### config.mk
export PLATFORM = sky130hd
export DESIGN_NAME = tpam_regs
export DESIGN_NICKNAME = d
export VERILOG_FILES = /design/src/hw/tpam_pkg.sv /design/src/hw/tpam_regs.sv
export VERILOG_INCLUDE_DIRS = /design/src /design/src/hw
export SDC_FILE = /design/constraint.sdc
export NUM_CORES = 1
export LEC_CHECK = 0
export BUFFER_PORTS_ARGS = -buffer_cell sky130_fd_sc_hd__buf_2
export CAP_MARGIN = 40
export CORE_ASPECT_RATIO = 0.6
export CORE_MARGIN = 5
export CORE_UTILIZATION = 50
export DETAILED_ROUTE_END_ITERATION = 16
export PLACE_DENSITY = 0.78
export RECOVER_POWER = 25
export SYNTH_ARGS = -nofsm -noshare
export SYNTH_HDL_FRONTEND = slang
export SYNTH_SLANG_ARGS = --single-unit
### constraint.sdc
create_clock -name clk_in -period 3.9 [get_ports clk_in]
set_input_delay 0.78 -clock clk_in [delete_from_list [all_inputs] [get_ports clk_in]]
set_output_delay 0.78 -clock clk_in [all_outputs]
set_load 0.02 [all_outputs]
### src/hw/tpam_map.svh
// Register offsets, reset values and field positions of the port alert mask and control bank.
`ifndef TPAM_MAP_SVH
`define TPAM_MAP_SVH
`define TPAM_OFF_ALERT_LO     8'h10
`define TPAM_OFF_ALERT_HI     8'h11
`define TPAM_OFF_MASK_LO      8'h12
`define TPAM_OFF_MASK_HI      8'h13
`define TPAM_OFF_PWR_MASK     8'h14
`define TPAM_OFF_FLT_MASK     8'h15
`define TPAM_OFF_PORT_CTL     8'h19
`define TPAM_OFF_ROLE_CTL     8'h1a
`define TPAM_OFF_FLT_CTL      8'h1b
`define TPAM_OFF_PWR_CTL      8'h1c
`define TPAM_OFF_OVP_LEVEL    8'hcc
`define TPAM_OFF_OVP_STAT     8'hcd
`define TPAM_RST_MASK_LO      8'hff
`define TPAM_RST_MASK_HI      8'h0f
`define TPAM_RST_PWR_MASK     8'hff
`define TPAM_RST_FLT_MASK     8'hff
`define TPAM_RST_PORT_CTL     8'h00
`define TPAM_RST_ROLE_CTL     8'h0a
`define TPAM_RST_FLT_CTL      8'h00
`define TPAM_RST_PWR_CTL      8'h60
`define TPAM_RST_OVP_LEVEL    8'hff
`define TPAM_RST_ALERT        8'h02
`define TPAM_WMASK_MASK_HI    8'h8f
`define TPAM_WMASK_PORT_CTL   8'h33
`define TPAM_WMASK_ROLE_CTL   8'h7f
`define TPAM_WMASK_FLT_CTL    8'h1f
`define TPAM_WMASK_PWR_CTL    8'h7d
`define TPAM_BIT_ORIENT       0
`define TPAM_BIT_TEST         1
`define TPAM_BIT_DBG_OWNER    4
`define TPAM_BIT_WDOG         5
`define TPAM_BIT_DRP          6
`define TPAM_BIT_VCONN_OC_DIS 0
`define TPAM_BIT_DISC_TMR_OFF 3
`define TPAM_BIT_VCONN_EN     0
`define TPAM_BIT_OVP_FLAG     1
`define TPAM_BIT_SUM          1
`define TPAM_TERM_RA          2'h0
`define TPAM_TERM_RP          2'h1
`define TPAM_TERM_RD          2'h2
`define TPAM_TERM_OPEN        2'h3
`define TPAM_RP_RESERVED      2'h3
`endif

### src/hw/tpam_pkg.sv
// Types shared by the port alert mask and control bank.
package tpam_pkg;
    typedef enum logic [1:0] {
        TPAM_TGL_IDLE   = 2'b00,
        TPAM_TGL_PHASE  = 2'b01,
        TPAM_TGL_SETTLE = 2'b10
    } tpam_tgl_t;
endpackage

### src/hw/tpam_regs.sv
// Alert mask, power-status mask, fault mask and port control register bank.
`timescale 1ns/1ns
`default_nettype none
`include "tpam_map.svh"

// Summary of operation
// RULE1: Mask bit zero blocks its event from interrupt; one lets it through.
// RULE2: A masked event never pulls the interrupt low, though it stays recorded.
// RULE3: Second alert mask resets to 0x0f; bits 6:4 reserved.
// RULE4: Power-status mask resets to 0xff with eight mask bits.
// RULE5: Fault mask resets to 0xff with eight fault mask bits.
// RULE6: Port control bit 5 enables watchdog monitoring; reset disabled.
// RULE7: Bit 4 zero lets device drive debug flag; one hands it to host. Code holds the flag at its last value when bit 4 is one.
// RULE8: Serial clock is never stretched; stretch field has no effect.
// RULE9: Test bit set: received messages acknowledged but not reported as alert.
// RULE10: Host sets test bit only during compliance testing, clears on detach.
// RULE11: Orientation zero: VCONN to CC2, receive CC1; one swaps them.
// RULE12: Dual-role set: toggle terminations after seek command until attach.
// RULE13: Dual-role clear: terminations follow role fields, no toggling.
// RULE14: Pull-up current field: default, 1.5 A, 3 A; 11b reserved; resets 00b.
// RULE15: CC fields: Ra, Rp, Rd, open; both reset Rd, register 0x0a.
// RULE16: Fault control bit 3 one disables both discharge-failure timers.
// RULE17: Fault control bit 0 one disables VCONN overcurrent detection.
// RULE18: Forced-off and VBUS overcurrent control bits change no behaviour.
// RULE19: VBUS above level at 0xcc sets bit 1 at 0xcd and drives fault pin.
// RULE20: Interrupt low while any unmasked event is set; high otherwise.
// RULE21: Event bits stay set until host writes one to clear them.
// RULE22: Interrupt is inverted OR of event bits ANDed with mask bits.
// RULE23: Reserved bits read zero and ignore writes.
module tpam_regs #(
    parameter int TOGGLE_CYCLES = 1000
) (
    input  wire logic       clk_in,
    input  wire logic       reset_in,
    input  wire logic       wr_en_in,
    input  wire logic       rd_en_in,
    input  wire logic [7:0] addr_in,
    input  wire logic [7:0] wdata_in,
    output logic      [7:0] rdata_out,
    input  wire logic [7:0] alert_lo_in,
    input  wire logic [7:0] alert_hi_in,
    input  wire logic [7:0] pwr_status_in,
    input  wire logic [7:0] fault_status_in,
    input  wire logic       rx_msg_in,
    input  wire logic       seek_attach_command_in,
    input  wire logic       attach_seen_in,
    input  wire logic       attach_as_sink_in,
    input  wire logic       dbg_accessory_dev_in,
    input  wire logic [7:0] vbus_level_in,
    output logic            irq_n_out,
    output logic [7:0]      alert_lo_event_out,
    output logic [7:0]      alert_hi_event_out,
    output logic            rx_msg_report_out,
    output logic            goodcrc_ack_out,
    output logic            watchdog_en_out,
    output logic            dbg_accessory_flag_out,
    output logic            vconn_cc1_out,
    output logic            vconn_cc2_out,
    output logic            rx_on_cc2_out,
    output logic [1:0]      cc1_term_out,
    output logic [1:0]      cc2_term_out,
    output logic [1:0]      pullup_current_level_out,
    output logic            seek_active_out,
    output logic            discharge_fail_timer_en_out,
    output logic            vconn_oc_detect_en_out,
    output logic            fault_pin_out,
    output logic            scl_hold_out
);
    if (TOGGLE_CYCLES < 1 || TOGGLE_CYCLES > 65535) begin : g_bad_toggle
        $error("TOGGLE_CYCLES out of range");
    end

    ////////////////////////////////////////////////////////////////////////////////
    // Register file.
    logic [7:0] alert_mask_low_r;
    logic [7:0] alert_mask_high_r;
    logic [7:0] power_status_mask_r;
    logic [7:0] fault_status_mask_r;
    logic [7:0] port_control_r;
    logic [7:0] termination_role_control_r;
    logic [7:0] fault_detect_control_r;
    logic [7:0] power_path_control_r;
    logic [7:0] ovp_level_r;
    logic       ovp_flag_r;
    logic [7:0] alert_lo_r;
    logic [7:0] alert_hi_r;
    logic [7:0] vbus_s1_r;
    logic [7:0] vbus_s2_r;
    logic [7:0] vbus_s3_r;
    logic       hit_lo;
    logic       hit_hi;

    assign hit_lo = wr_en_in && addr_in == `TPAM_OFF_ALERT_LO;
    assign hit_hi = wr_en_in && addr_in == `TPAM_OFF_ALERT_HI;

    always_ff @(posedge clk_in) begin
        if (reset_in) begin
            alert_mask_low_r           <= `TPAM_RST_MASK_LO;
            alert_mask_high_r          <= `TPAM_RST_MASK_HI; // RULE3
            power_status_mask_r        <= `TPAM_RST_PWR_MASK; // RULE4
            fault_status_mask_r        <= `TPAM_RST_FLT_MASK; // RULE5
            port_control_r             <= `TPAM_RST_PORT_CTL; // RULE6
            termination_role_control_r <= `TPAM_RST_ROLE_CTL; // RULE15
            fault_detect_control_r     <= `TPAM_RST_FLT_CTL;
            power_path_control_r       <= `TPAM_RST_PWR_CTL;
            ovp_level_r                <= `TPAM_RST_OVP_LEVEL;
        end else if (wr_en_in) begin
            case (addr_in)
                `TPAM_OFF_MASK_LO:   alert_mask_low_r <= wdata_in;
                `TPAM_OFF_MASK_HI:   alert_mask_high_r <= wdata_in & `TPAM_WMASK_MASK_HI; // RULE23
                `TPAM_OFF_PWR_MASK:  power_status_mask_r <= wdata_in;
                `TPAM_OFF_FLT_MASK:  fault_status_mask_r <= wdata_in;
                `TPAM_OFF_PORT_CTL:  port_control_r <= wdata_in & `TPAM_WMASK_PORT_CTL; // RULE8
                `TPAM_OFF_ROLE_CTL:  termination_role_control_r <= wdata_in & `TPAM_WMASK_ROLE_CTL;
                `TPAM_OFF_FLT_CTL:   fault_detect_control_r <= wdata_in & `TPAM_WMASK_FLT_CTL;
                `TPAM_OFF_PWR_CTL:   power_path_control_r <= wdata_in & `TPAM_WMASK_PWR_CTL;
                `TPAM_OFF_OVP_LEVEL: ovp_level_r <= wdata_in;
                default: begin
                end
            endcase
        end
    end

    always_ff @(posedge clk_in) begin
        if (reset_in) begin
            rdata_out <= 8'h00;
        end else if (rd_en_in) begin
            case (addr_in)
                `TPAM_OFF_ALERT_LO:  rdata_out <= alert_lo_r;
                `TPAM_OFF_ALERT_HI:  rdata_out <= alert_hi_r;
                `TPAM_OFF_MASK_LO:   rdata_out <= alert_mask_low_r;
                `TPAM_OFF_MASK_HI:   rdata_out <= alert_mask_high_r;
                `TPAM_OFF_PWR_MASK:  rdata_out <= power_status_mask_r;
                `TPAM_OFF_FLT_MASK:  rdata_out <= fault_status_mask_r;
                `TPAM_OFF_PORT_CTL:  rdata_out <= port_control_r;
                `TPAM_OFF_ROLE_CTL:  rdata_out <= termination_role_control_r;
                `TPAM_OFF_FLT_CTL:   rdata_out <= fault_detect_control_r;
                `TPAM_OFF_PWR_CTL:   rdata_out <= power_path_control_r;
                `TPAM_OFF_OVP_LEVEL: rdata_out <= ovp_level_r;
                `TPAM_OFF_OVP_STAT:  rdata_out <= {6'h00, ovp_flag_r, 1'b0};
                default:             rdata_out <= 8'h00;
            endcase
        end
    end

    ////////////////////////////////////////////////////////////////////////////////
    // Sticky alert events; a new event in the clearing cycle survives.
    always_ff @(posedge clk_in) begin
        if (reset_in) begin
            alert_lo_r <= `TPAM_RST_ALERT;
            alert_hi_r <= `TPAM_RST_ALERT;
        end else begin
            alert_lo_r <= (alert_lo_r & ~(hit_lo ? wdata_in : 8'h00)) | alert_lo_in; // RULE21
            alert_hi_r <= ((alert_hi_r & ~(hit_hi ? wdata_in : 8'h00)) | alert_hi_in)
                          & `TPAM_WMASK_MASK_HI; // RULE21
        end
    end

    // Power status and fault events feed the interrupt through their own masks and bit 1 of the low and high alert masks, not the alert event bits.
    logic any_pwr;
    logic any_flt;
    logic any_alert;
    assign any_pwr = |(pwr_status_in & power_status_mask_r); // RULE1
    assign any_flt = |(fault_status_in & fault_status_mask_r); // RULE1
    assign any_alert = |(alert_lo_r & alert_mask_low_r) | |(alert_hi_r & alert_mask_high_r)
                       | (any_pwr & alert_mask_low_r[`TPAM_BIT_SUM])
                       | (any_flt & alert_mask_high_r[`TPAM_BIT_SUM]);

    always_ff @(posedge clk_in) begin
        if (reset_in) begin
            irq_n_out          <= 1'b1;
            alert_lo_event_out <= 8'h00;
            alert_hi_event_out <= 8'h00;
        end else begin
            irq_n_out          <= ~any_alert; // RULE2 RULE20 RULE22
            alert_lo_event_out <= alert_lo_r;
            alert_hi_event_out <= alert_hi_r;
        end
    end

    ////////////////////////////////////////////////////////////////////////////////
    // Port, power path and fault control decode.
    logic orient;
    logic vconn_en;
    assign orient   = port_control_r[`TPAM_BIT_ORIENT];
    assign vconn_en = power_path_control_r[`TPAM_BIT_VCONN_EN];

    always_ff @(posedge clk_in) begin
        if (reset_in) begin
            rx_msg_report_out           <= 1'b0;
            goodcrc_ack_out             <= 1'b0;
            watchdog_en_out             <= 1'b0;
            dbg_accessory_flag_out      <= 1'b0;
            vconn_cc1_out               <= 1'b0;
            vconn_cc2_out               <= 1'b0;
            rx_on_cc2_out               <= 1'b0;
            discharge_fail_timer_en_out <= 1'b1;
            vconn_oc_detect_en_out      <= 1'b1;
            scl_hold_out                <= 1'b0;
        end else begin
            goodcrc_ack_out   <= rx_msg_in; // RULE9
            rx_msg_report_out <= rx_msg_in & ~port_control_r[`TPAM_BIT_TEST]; // RULE9
            watchdog_en_out   <= port_control_r[`TPAM_BIT_WDOG]; // RULE6
            if (!port_control_r[`TPAM_BIT_DBG_OWNER]) begin
                dbg_accessory_flag_out <= dbg_accessory_dev_in; // RULE7
            end
            vconn_cc1_out <= vconn_en & orient; // RULE11
            vconn_cc2_out <= vconn_en & ~orient; // RULE11
            rx_on_cc2_out <= orient; // RULE11
            discharge_fail_timer_en_out <=
                ~fault_detect_control_r[`TPAM_BIT_DISC_TMR_OFF]; // RULE16
            vconn_oc_detect_en_out <= ~fault_detect_control_r[`TPAM_BIT_VCONN_OC_DIS]; // RULE17
            scl_hold_out <= 1'b0; // RULE8 RULE18
        end
    end

    ////////////////////////////////////////////////////////////////////////////////
    // Overvoltage comparator on a synchronised level sample.
    always_ff @(posedge clk_in) begin
        if (reset_in) begin
            vbus_s1_r     <= 8'h00;
            vbus_s2_r     <= 8'h00;
            vbus_s3_r     <= 8'h00;
            ovp_flag_r    <= 1'b0;
            fault_pin_out <= 1'b0;
        end else begin
            vbus_s1_r <= vbus_level_in;
            vbus_s2_r <= vbus_s1_r;
            vbus_s3_r <= vbus_s2_r;
            if (vbus_s2_r == vbus_s3_r && vbus_s3_r > ovp_level_r) begin
                ovp_flag_r    <= 1'b1; // RULE19
                fault_pin_out <= 1'b1; // RULE19
            end else if (wr_en_in && addr_in == `TPAM_OFF_OVP_STAT
                         && wdata_in[`TPAM_BIT_OVP_FLAG]) begin
                ovp_flag_r    <= 1'b0;
                fault_pin_out <= 1'b0;
            end
        end
    end

    ////////////////////////////////////////////////////////////////////////////////
    // Termination control and dual-role toggling.
    tpam_pkg::tpam_tgl_t tgl_r;
    logic [15:0]         tgl_cnt_r;
    logic                tgl_phase_r;
    logic                settled_sink_r;
    logic                dual_role_toggle;
    assign dual_role_toggle = termination_role_control_r[`TPAM_BIT_DRP];

    always_ff @(posedge clk_in) begin
        if (reset_in) begin
            tgl_r          <= tpam_pkg::TPAM_TGL_IDLE;
            tgl_cnt_r      <= 16'h0000;
            tgl_phase_r    <= 1'b0;
            settled_sink_r <= 1'b0;
        end else begin
            case (tgl_r)
                tpam_pkg::TPAM_TGL_IDLE: begin
                    if (dual_role_toggle && seek_attach_command_in) begin
                        tgl_r     <= tpam_pkg::TPAM_TGL_PHASE; // RULE12
                        tgl_cnt_r <= 16'h0000;
                    end
                end
                tpam_pkg::TPAM_TGL_PHASE: begin
                    if (!dual_role_toggle) begin
                        tgl_r <= tpam_pkg::TPAM_TGL_IDLE; // RULE13
                    end else if (attach_seen_in) begin
                        tgl_r          <= tpam_pkg::TPAM_TGL_SETTLE; // RULE12
                        settled_sink_r <= attach_as_sink_in;
                    end else if (tgl_cnt_r == 16'(TOGGLE_CYCLES - 1)) begin
                        tgl_cnt_r   <= 16'h0000;
                        tgl_phase_r <= ~tgl_phase_r;
                    end else begin
                        tgl_cnt_r <= tgl_cnt_r + 16'h0001;
                    end
                end
                tpam_pkg::TPAM_TGL_SETTLE: begin
                    if (!dual_role_toggle || seek_attach_command_in) begin
                        tgl_r <= dual_role_toggle ? tpam_pkg::TPAM_TGL_PHASE : tpam_pkg::TPAM_TGL_IDLE;
                    end
                end
                default: tgl_r <= tpam_pkg::TPAM_TGL_IDLE;
            endcase
        end
    end

    logic [1:0] tgl_term;
    assign tgl_term = (tgl_r == tpam_pkg::TPAM_TGL_SETTLE)
                      ? (settled_sink_r ? `TPAM_TERM_RD : `TPAM_TERM_RP)
                      : (tgl_phase_r ? `TPAM_TERM_RD : `TPAM_TERM_RP);

    always_ff @(posedge clk_in) begin
        if (reset_in) begin
            cc1_term_out             <= `TPAM_TERM_RD;
            cc2_term_out             <= `TPAM_TERM_RD;
            pullup_current_level_out <= 2'h0;
            seek_active_out          <= 1'b0;
        end else begin
            if (tgl_r == tpam_pkg::TPAM_TGL_IDLE) begin
                cc1_term_out <= termination_role_control_r[1:0]; // RULE13 RULE15
                cc2_term_out <= termination_role_control_r[3:2]; // RULE13 RULE15
            end else begin
                cc1_term_out <= tgl_term; // RULE12
                cc2_term_out <= tgl_term; // RULE12
            end
            if (termination_role_control_r[5:4] != `TPAM_RP_RESERVED) begin
                pullup_current_level_out <= termination_role_control_r[5:4]; // RULE14
            end
            seek_active_out <= (tgl_r == tpam_pkg::TPAM_TGL_PHASE);
        end
    end

    ////////////////////////////////////////////////////////////////////////////////
    // Checks.
    mask_block_a: assert property (@(posedge clk_in) disable iff (reset_in) // RULE2
        (alert_mask_low_r == 8'h00 && alert_mask_high_r == 8'h00) |=> irq_n_out)
        else $error("masked events pulled interrupt low");
    irq_follow_a: assert property (@(posedge clk_in) disable iff (reset_in) // RULE20
        (!reset_in && |(alert_lo_r & alert_mask_low_r)) |=> !irq_n_out)
        else $error("unmasked event did not pull interrupt low");
    sticky_event_a: assert property (@(posedge clk_in) disable iff (reset_in) // RULE21
        (alert_lo_r[0] && !(hit_lo && wdata_in[0])) |=> alert_lo_r[0])
        else $error("event bit lost without clear");
    test_mode_a: assert property (@(posedge clk_in) disable iff (reset_in) // RULE9
        (rx_msg_in && port_control_r[`TPAM_BIT_TEST])
        |=> (goodcrc_ack_out && !rx_msg_report_out))
        else $error("test mode reported or skipped ack");
    orient_route_a: assert property (@(posedge clk_in) disable iff (reset_in) // RULE11
        (power_path_control_r[`TPAM_BIT_VCONN_EN] && !port_control_r[`TPAM_BIT_ORIENT])
        |=> (vconn_cc2_out && !vconn_cc1_out))
        else $error("VCONN not routed to second line");
    role_follow_a: assert property (@(posedge clk_in) disable iff (reset_in) // RULE13
        (tgl_r == tpam_pkg::TPAM_TGL_IDLE)
        |=> cc1_term_out == $past(termination_role_control_r[1:0]))
        else $error("termination not following role");
    ovp_flag_a: assert property (@(posedge clk_in) disable iff (reset_in) // RULE19
        (vbus_s2_r == vbus_s3_r && vbus_s3_r > ovp_level_r)
        |=> (ovp_flag_r && fault_pin_out))
        else $error("overvoltage not flagged");
    rsvd_zero_a: assert property (@(posedge clk_in) disable iff (reset_in) // RULE23
        alert_mask_high_r[6:4] == 3'h0 && port_control_r[3:2] == 2'h0)
        else $error("reserved bits set");
    wdog_en_a: assert property (@(posedge clk_in) disable iff (reset_in) // RULE6
        ##1 watchdog_en_out == $past(port_control_r[`TPAM_BIT_WDOG]))
        else $error("watchdog enable mismatch");
    irq_seen_c: cover property (@(posedge clk_in) !irq_n_out);
    toggle_c: cover property (@(posedge clk_in) tgl_r == tpam_pkg::TPAM_TGL_SETTLE);
    ovp_c: cover property (@(posedge clk_in) fault_pin_out);
endmodule // tpam_regs
`default_nettype wire

### After elaboration in Yosys (flattened, before gate mapping)

Index checks and enable logic that the tools add are counted.

* word-level logic and storage cells: 135
* flip-flop bits (word level): 161
* input port bits: 65

* order comparisons: 1
* $add $sub $neg: 1
* muxes and demuxes: 21
* eq/ne operators: 22
* bitwise operators: 25
* reduce and logical (&&, ||, !) cells: 28

Operators with widths (number)
* one-hot mux 8 bit (12 select lines): 1
* == test 8 x 5 -> 1 bit, second input constant: 10
* two-way mux 16 bit: 4
* bitwise AND 8 bit: 6
* one-hot mux 16 bit (2 select lines): 1
* OR reduction 8 bit: 4
* two-way mux 2 bit: 9
* AND reduction 2 bit: 9
* adder 16 x 1 -> 16 bit, second input constant: 1
* == test 16 x 10 -> 1 bit, second input constant: 1
* == test 8 bit, second input constant: 2
* two-way mux 8 bit: 2
* inverter 8 bit: 2
* OR 8 bit: 2
* != test 2 bit, second input constant: 5
* == test 8 bit: 1
* > comparator 8 bit: 1
* AND reduction 4 bit: 2
* inverter 1 bit: 7
* logical AND 1 bit: 6
* one-hot mux 2 bit (3 select lines): 1
* AND reduction 3 bit: 2
* bitwise AND 1 bit: 5
* nonzero test 2 bit: 2
* 8 further kinds: 12

### Depth between registers and ports, before layout

Gate-level depths: netlist of run 1.

* word-level depth: 6
* mapped depth: 8
* gate-level depth less buffers: 7

### Worst setup path after synthesis of run 1

No wires, ideal clock.

* path type: input to register
* from: input addr_in[5]
* to: register power_status_mask_r[5]
* slack: 1.336 ns
* path buffers: 2
* stages: 7
* setup time: 0.120 ns
* arrival time: 2.444 ns
* path through: or4b_1 > buf_2 > nand2b_4 > nor3_2 > buf_4 > nor2b_1 > a211o_1

* cells in the longest elaborated chain, start to end: 2

Ends and longest elaborated chain
* from (decl): line tpam_regs.sv:37 `input wire logic [7:0] addr_in,`
* == test 8 x 5 -> 1 bit: line tpam_regs.sv:108 `case (addr_in)`
* AND reduction 2 bit (no source line)
* to (signal assigned): line tpam_regs.sv:100 `` power_status_mask_r <= `TPAM_RST_PWR_MASK; ``
* to (signal assigned): line tpam_regs.sv:111 `` `TPAM_OFF_PWR_MASK: power_status_mask_r <= wdata_in; ``
* to (decl): line tpam_regs.sv:77 `logic [7:0] power_status_mask_r;`

No other way between the ends.
A chain may end at the register's enable or synchronous reset.

==> results.json, run 1 <==
{
  "outcome": "finished with violations",
  "violations": "capacitance limit, slew limit",
  "p_int_mw": 2.71,
  "flip_flop_and_latch_count_after_synthesis": 155,
  "cts_setup_buffers": 0,
  "cp_data_required_time_ns": 4.25,
  "dieHeight_um": 100,
  "report.final.slew_viol_count": 77,
  "crit_end": "alert_mask_high_r[1]",
  "worstRegToRegCells": 7,
  "max_cap_viols": 1,
  "cts_htree_levels": 4,
  "ff2ff_setup_slack_ns": 1.59,
  "row_count": 32,
  "post_synth_num_cell_types": 66,
  "grt_first_pass_wirelength_mm": 29.4,
  "critPathLaunchType": "input pin",
  "layout-area-overhead-vs-synth_pct": 17.3,
  "detail_route.vias_per_cell": 5.92,
  "remaining_drc_errors": 0,
  "layout-drive-gt1-share_pct": 17.3,
  "grt_usage_pct": 23.4,
  "antenna_found_initial": 0,
  "crit_path_start": "reset_in",
  "netlist.top_cell.by_area": "sky130_fd_sc_hd__dfxtp_1",
  "power_frac_clock_pct": 48.4,
  "final.hold.worst_slack_ns": 0.435,
  "synthFlopType": "sky130_fd_sc_hd__dfxtp_1",
  "overflow": 0,
  "die_area_mm2": 0.0160,
  "grt_start_max_net_pins": 77,
  "fin_crit_sh_pct": 76.5,
  "layout.cells.most_common_list": "155 x sky130_fd_sc_hd__dfxtp_1, 88 x sky130_fd_sc_hd__buf_2, 75 x sky130_fd_sc_hd__nor2_1",
  "setup.worst_path.end_class": "flip-flop",
  "clock.fmax_mhz": 335,
  "via_count_of_the_first_global_routing_pass": 5435,
  "period_minus_slack_ns": 2.98,
  "hold_path.class": "flip-flop to flip-flop",
  "clkSinkCount": 155,
  "critPathBufInv": 2,
  "finalSetupTns_ns": 0,
  "floorplan_core_area_mm2": 0.0130,
  "layout.cells.most_common": "sky130_fd_sc_hd__dfxtp_1",
  "initial_core_util_pct": 51.8,
  "synth_edf_count": 0,
  "path_class": "input pin to flip-flop",
  "post_cts_resized": 0,
  "net-switching-power_mw": 0.884,
  "hold_buffers_post_cts": 0,
  "finalCoreUtilization_pct": 60.8,
  "worst_slew_pin_slew_ns": 1.52,
  "switching_share_pct": 24.6,
  "synth_area_leaders": "sky130_fd_sc_hd__dfxtp_1 46%, sky130_fd_sc_hd__nor2b_1 6.7%, sky130_fd_sc_hd__mux2i_1 4.9%",
  "endpoint_of_the_worst_slack_reg_to_reg_timing_path": "tgl_cnt_r[3]",
  "max-clock-path-buffers": 2,
  "drt_iter0_drc": 755,
  "crit_path_max_incr_delay_ns": 1.11,
  "setup_viol": 0,
  "synth_seq_area_share_pct": 46.0,
  "crit_path_max_fanout": 76,
  "syn_inst": 735,
  "timing.final.hold_violations": 0,
  "cts_tree": "done",
  "crit_path_top_delay_cell": "sky130_fd_sc_hd__clkbuf_1",
  "die-width_um": 160,
  "preCtsSetupSlack_ns": 0.902,
  "synth_area_mm2": 0.00675,
  "cp.depth": 4,
  "cellPowerDensity_mw_per_mm2": 454,
  "share_comb_of_total_power_pct": 6.2,
  "finalWirelength_mm": 18.7,
  "timing.rr.start": "tgl_cnt_r[0]",
  "peakVddDrop_mv": 0.269,
  "power.sequential.fraction_pct": 45.4,
  "ys.warnings.count": 0,
  "place.detailed.hpwl_mm": 13.1,
  "gpl.final_weighted_congestion": 0.975,
  "portBuffers": 100,
  "detail_route.first_pass.iterations": 5,
  "cts_root_buffer": "sky130_fd_sc_hd__clkbuf_16",
  "grt_setup_unrepaired": "no",
  "worstSkewPairLatency_ns": 0.43,
  "critical_path.cell_chain": "clkbuf_2, clkbuf_1, nor2_1, a21oi_1",
  "cts_inserted_buffers": 17,
  "synthArstFlopShare_pct": 0,
  "number_of_vias_after_detailed_routing": 5906,
  "worst-endpoint-arrival_ns": 3.33,
  "nets": 890,
  "p_leak_nw": 3.29,
  "cts.clk_slew.worst_paths_ns": 0.07,
  "final_antenna_net_count": 0,
  "synth.avg_cell_area_um2": 9.18,
  "yosys.area.top_type_share_pct": 46.0,
  "layout_setup_ws_ns": 0.915,
  "slew-limit-headroom_pct": -1.42,
  "count_of_pins_on_the_block_boundary": 108,
  "detail_route.wl_per_cell_um": 18.7,
  "diodes": 0,
  "timing.critical_path.max_delay_family": "buffers and inverters",
  "timing.clock.skew_ns": 0.0129
}
## cells in the mapped netlist (6+ instances only)
master / n
sky130_fd_sc_hd__nor2_1: 75
sky130_fd_sc_hd__nor2b_1: 72
sky130_fd_sc_hd__a211o_1: 34
sky130_fd_sc_hd__o21ai_0: 21
sky130_fd_sc_hd__ha_1: 9
sky130_fd_sc_hd__nor3_1: 15
sky130_fd_sc_hd__xnor2_1: 7
sky130_fd_sc_hd__a22oi_1: 18
sky130_fd_sc_hd__dfxtp_1: 155
sky130_fd_sc_hd__a22o_1: 9
sky130_fd_sc_hd__inv_1: 22
sky130_fd_sc_hd__mux2_2: 6
sky130_fd_sc_hd__a21oi_1: 39
sky130_fd_sc_hd__nand2b_1: 10
sky130_fd_sc_hd__nand3_1: 19
sky130_fd_sc_hd__xor2_1: 7
sky130_fd_sc_hd__mux2i_1: 33
sky130_fd_sc_hd__nor3b_1: 9
sky130_fd_sc_hd__clkbuf_1: 37
sky130_fd_sc_hd__nand2_1: 34
sky130_fd_sc_hd__nand4_1: 13
sky130_fd_sc_hd__a31oi_1: 6
sky130_fd_sc_hd__a32oi_1: 6
## power by group through the flow
stage | Clock, mW | Sequential [mW] | Combinational (mW)
after floorplan | 0 | 1.67 | 0.127
after global placement | 0 | 1.67 | 0.215
after detailed placement | 0 | 1.67 | 0.216
after CTS | 1.75 | 1.63 | 0.218
after global routing | 1.82 | 1.63 | 0.240
final | 1.74 | 1.63 | 0.222
## through the flow
stage	cell area [um2]	cells	power [mW]
detailed placement	7330	967	1.88
finish	7920	998	3.60
global placement	7330	967	1.88
floorplan	6760	738	1.80
global route	7920	998	3.69
CTS	7940	998	3.60
## state kept, by name, indices dropped and copies added (netlist names), 2 cells and up
| name | flops |
|---|---|
| alert_hi_event_out | 5 |
| alert_hi_r | 5 |
| alert_lo_event_out | 8 |
| alert_lo_r | 8 |
| alert_mask_high_r | 5 |
| alert_mask_low_r | 8 |
| cc1_term_out | 2 |
| cc2_term_out | 2 |
| fault_detect_control_r | 5 |
| fault_status_mask_r | 8 |
| ovp_level_r | 8 |
| port_control_r | 4 |
| power_path_control_r | 6 |
| power_status_mask_r | 8 |
| pullup_current_level_out | 2 |
| rdata_out | 8 |
| termination_role_control_r | 7 |
| tgl_cnt_r | 16 |
| tgl_r | 2 |
| vbus_s1_r | 8 |
| vbus_s2_r | 8 |
| vbus_s3_r | 8 |
## routing by layer
metal / track usage, % / share of wire (%) / up-vias
met5: 0 / 0 / -
met4: 5.16 / 1.0 / 0
met3: 8.33 / 11 / 19
met2: 30.7 / 39 / 290
met1: 36.0 / 49 / 2811
li1: - / - / 2786
## worst min path at each step
| stage | endpoint | from | depth (start not counted) |
|---|---|---|---|
| finish | vbus_s2_r[4] | vbus_s1_r[4] | 1 |
| global route | vbus_s2_r[5] | vbus_s1_r[5] | 1 |
| CTS | vbus_s2_r[3] | vbus_s1_r[3] | 1 |
| detailed placement | discharge_fail_timer_en_out | fault_detect_control_r[3] | 1 |
| global placement | vbus_s2_r[5] | vbus_s1_r[5] | 1 |
| floorplan | discharge_fail_timer_en_out | fault_detect_control_r[3] | 1 |
## cell families after synthesis
| group | share of synthesized area (%) |
|---|---|
| compound gates | 17.2 |
| mux | 5.90 |
| simple gates | 23.1 |
| flops | 46.0 |
| buf+inv | 4.32 |
| other cells | 0.0556 |
| fa+ha+maj | 1.67 |
| xor+xnor | 1.82 |
## area by class of cell
cell class	count	area (um2)
Sequential cell	155	3100
Multi-Input combinational cell	512	3360
Fill cell	1112	5100
Inverter	22	82.6
Clock buffer	17	425
Clock inverter	14	185
Timing Repair Buffer	108	543
Tap cell	170	213
Power figures use the tool's default switching activity.
==> inputs of run 2 (changes only) <==
clock period = 3 ns   (was 3.9 ns; I/O delays follow)
==> run 2 against run 1 <==
Compared with the run above:
- the flow now finishes without violations
- global-route usage is 0.11 points lower
- setup slack got worse by 0.38 ns
- critical path depth unchanged
- via count down 0.37%
- sequential share of layout area fell by 0.27 points
- flip-flop and latch count unchanged
- cell count increased by 1.2%
- register-to-register slack worse by 0.85 ns
- sequential power is 30% higher
- clock skew shrank 0.00089 ns
- final area grew 0.70%
- worst hold slack lost 0.061 ns
- critical path type unchanged
- critical endpoint is now tgl_cnt_r[13]
- largest power group is now sequential cells
- highest routed layer unchanged
==> results.json, run 2 (same netlist as run 1, synthesis figures left out) <==
{
  "setup.worst_path.end_class": "flip-flop",
  "critPathLaunchType": "input pin",
  "placedInstanceArea_mm2": 0.00742,
  "cts_tree": "done",
  "finalSetupTns_ns": 0,
  "p_leak_nw": 3.36,
  "finish.cell_count_without_fillers": 1010,
  "max-clock-path-buffers": 2,
  "crit_path_max_fanout": 43,
  "grt_start_max_net_pins": 60,
  "die_area_mm2": 0.0160,
  "overflow": 0,
  "timing.clock.skew_ns": 0.0120,
  "cts_root_buffer": "sky130_fd_sc_hd__clkbuf_16",
  "crit_path_max_incr_delay_ns": 0.98,
  "period_minus_slack_ns": 2.47,
  "row_count": 32,
  "worst_slew_pin_slew_ns": 1.37,
  "report.final.slew_viol_count": 0,
  "detail_route.vias_per_cell": 5.83,
  "post-route-cell-area_mm2": 0.00797,
  "die-width_um": 160,
  "post_cts_resized": 0,
  "grt_usage_pct": 23.3,
  "portBuffers": 100,
  "cts_inserted_buffers": 17,
  "detail_route.wl_per_cell_um": 18.7,
  "worstSkewPairLatency_ns": 0.42,
  "preCtsSetupSlack_ns": 0.355,
  "drt_iter0_drc": 667,
  "largest_register_ff_count": 16,
  "initial_core_util_pct": 51.8,
  "setup_viol": 0,
  "count_of_pins_on_the_block_boundary": 108,
  "max_cap_viols": 0,
  "register_with_the_most_flip_flops": "tgl_cnt_r",
  "post-place-cells": 979,
  "cts_setup_buffers": 0,
  "finalCoreUtilization_pct": 61.3,
  "layout.cells.most_common": "sky130_fd_sc_hd__dfxtp_1",
  "layout_setup_ws_ns": 0.530,
  "antenna_found_initial": 0,
  "layout.cells.most_common_list": "155 x sky130_fd_sc_hd__dfxtp_1, 99 x sky130_fd_sc_hd__buf_2, 75 x sky130_fd_sc_hd__nor2_1",
  "detail_route.first_pass.iterations": 5,
  "gpl.final_weighted_congestion": 0.983,
  "cellPowerDensity_mw_per_mm2": 564,
  "power.total_mw": 4.49,
  "hold_path.class": "input pin to flip-flop",
  "remaining_drc_errors": 0,
  "grt_first_pass_wirelength_mm": 29.4,
  "worst-endpoint-arrival_ns": 2.79,
  "layout-drive-gt1-share_pct": 19.5,
  "outcome": "finished, final reports clean",
  "hold_buffers_post_cts": 0,
  "clkSinkCount": 155,
  "path_class": "input pin to flip-flop",
  "via_count_of_the_first_global_routing_pass": 5379,
  "floorplan_core_area_mm2": 0.0130,
  "number_of_vias_after_detailed_routing": 5884,
  "finalWirelength_mm": 18.9,
  "diodes": 0,
  "final_antenna_net_count": 0,
  "peakVddDrop_mv": 0.366,
  "place.detailed.hpwl_mm": 13.4,
  "crit_path_top_delay_cell": "sky130_fd_sc_hd__clkbuf_1",
  "fin_crit_sh_pct": 82.3,
  "dieHeight_um": 100,
  "clock.fmax_mhz": 405,
  "timing.final.hold_violations": 0,
  "cts_htree_levels": 4,
  "cp_data_required_time_ns": 3.32,
  "grt_setup_unrepaired": "no",
  "layout-area-overhead-vs-synth_pct": 18.2,
  "cts.clk_slew.worst_paths_ns": 0.07,
  "critical_path.cell_chain": "clkbuf_1, clkbuf_2, a21o_1, nor2_1",
  "final.hold.worst_slack_ns": 0.374,
  "nets": 902,
  "slew-limit-headroom_pct": 8.56
}
## run 2: power breakdown
group / internal [mW] / switching, mW
registers: 2.09 / 0.0272
clock network: 1.16 / 0.915
logic: 0.108 / 0.186
total: 3.36 / 1.13
## run 2: worst paths after layout
| check | endpoint | from | cells after the start | slack (ns) |
|---|---|---|---|---|
| max | tgl_cnt_r[13] | reset_in | 4 | 0.53 |
| min | alert_lo_r[1] | alert_lo_in[1] | 2 | 0.37 |
| max reg2reg | tgl_cnt_r[3] | tgl_cnt_r[0] | 7 | 0.74 |
| min reg2reg | vbus_s2_r[6] | vbus_s1_r[6] | 1 | 0.44 |
## run 2: routing by layer
metal	GRT usage, %	share of wire (%)	up-vias
li1	-	-	2814
met4	5.49	0.94	0
met3	8.37	12	19
met1	35.5	48	2734
met2	30.8	38	317
met5	0	0	-
## run 2: layout make-up
| class | instances | area (um2) |
|---|---|---|
| timing repair buffer | 120 | 643 |
| fill | 1115 | 5040 |
| inverter | 22 | 82.6 |
| clock inverter | 13 | 136 |
| multi-input combinational | 512 | 3360 |
| clock buffer | 18 | 429 |
| tap | 170 | 213 |
| sequential | 155 | 3100 |
## run 2: critical path, delay by kind of cell
family	cells	cell delay (ns)
AOI/OAI and AO/OA	1	0.26
buffers and inverters	2	1.83
and+or+nand+nor	1	0.07
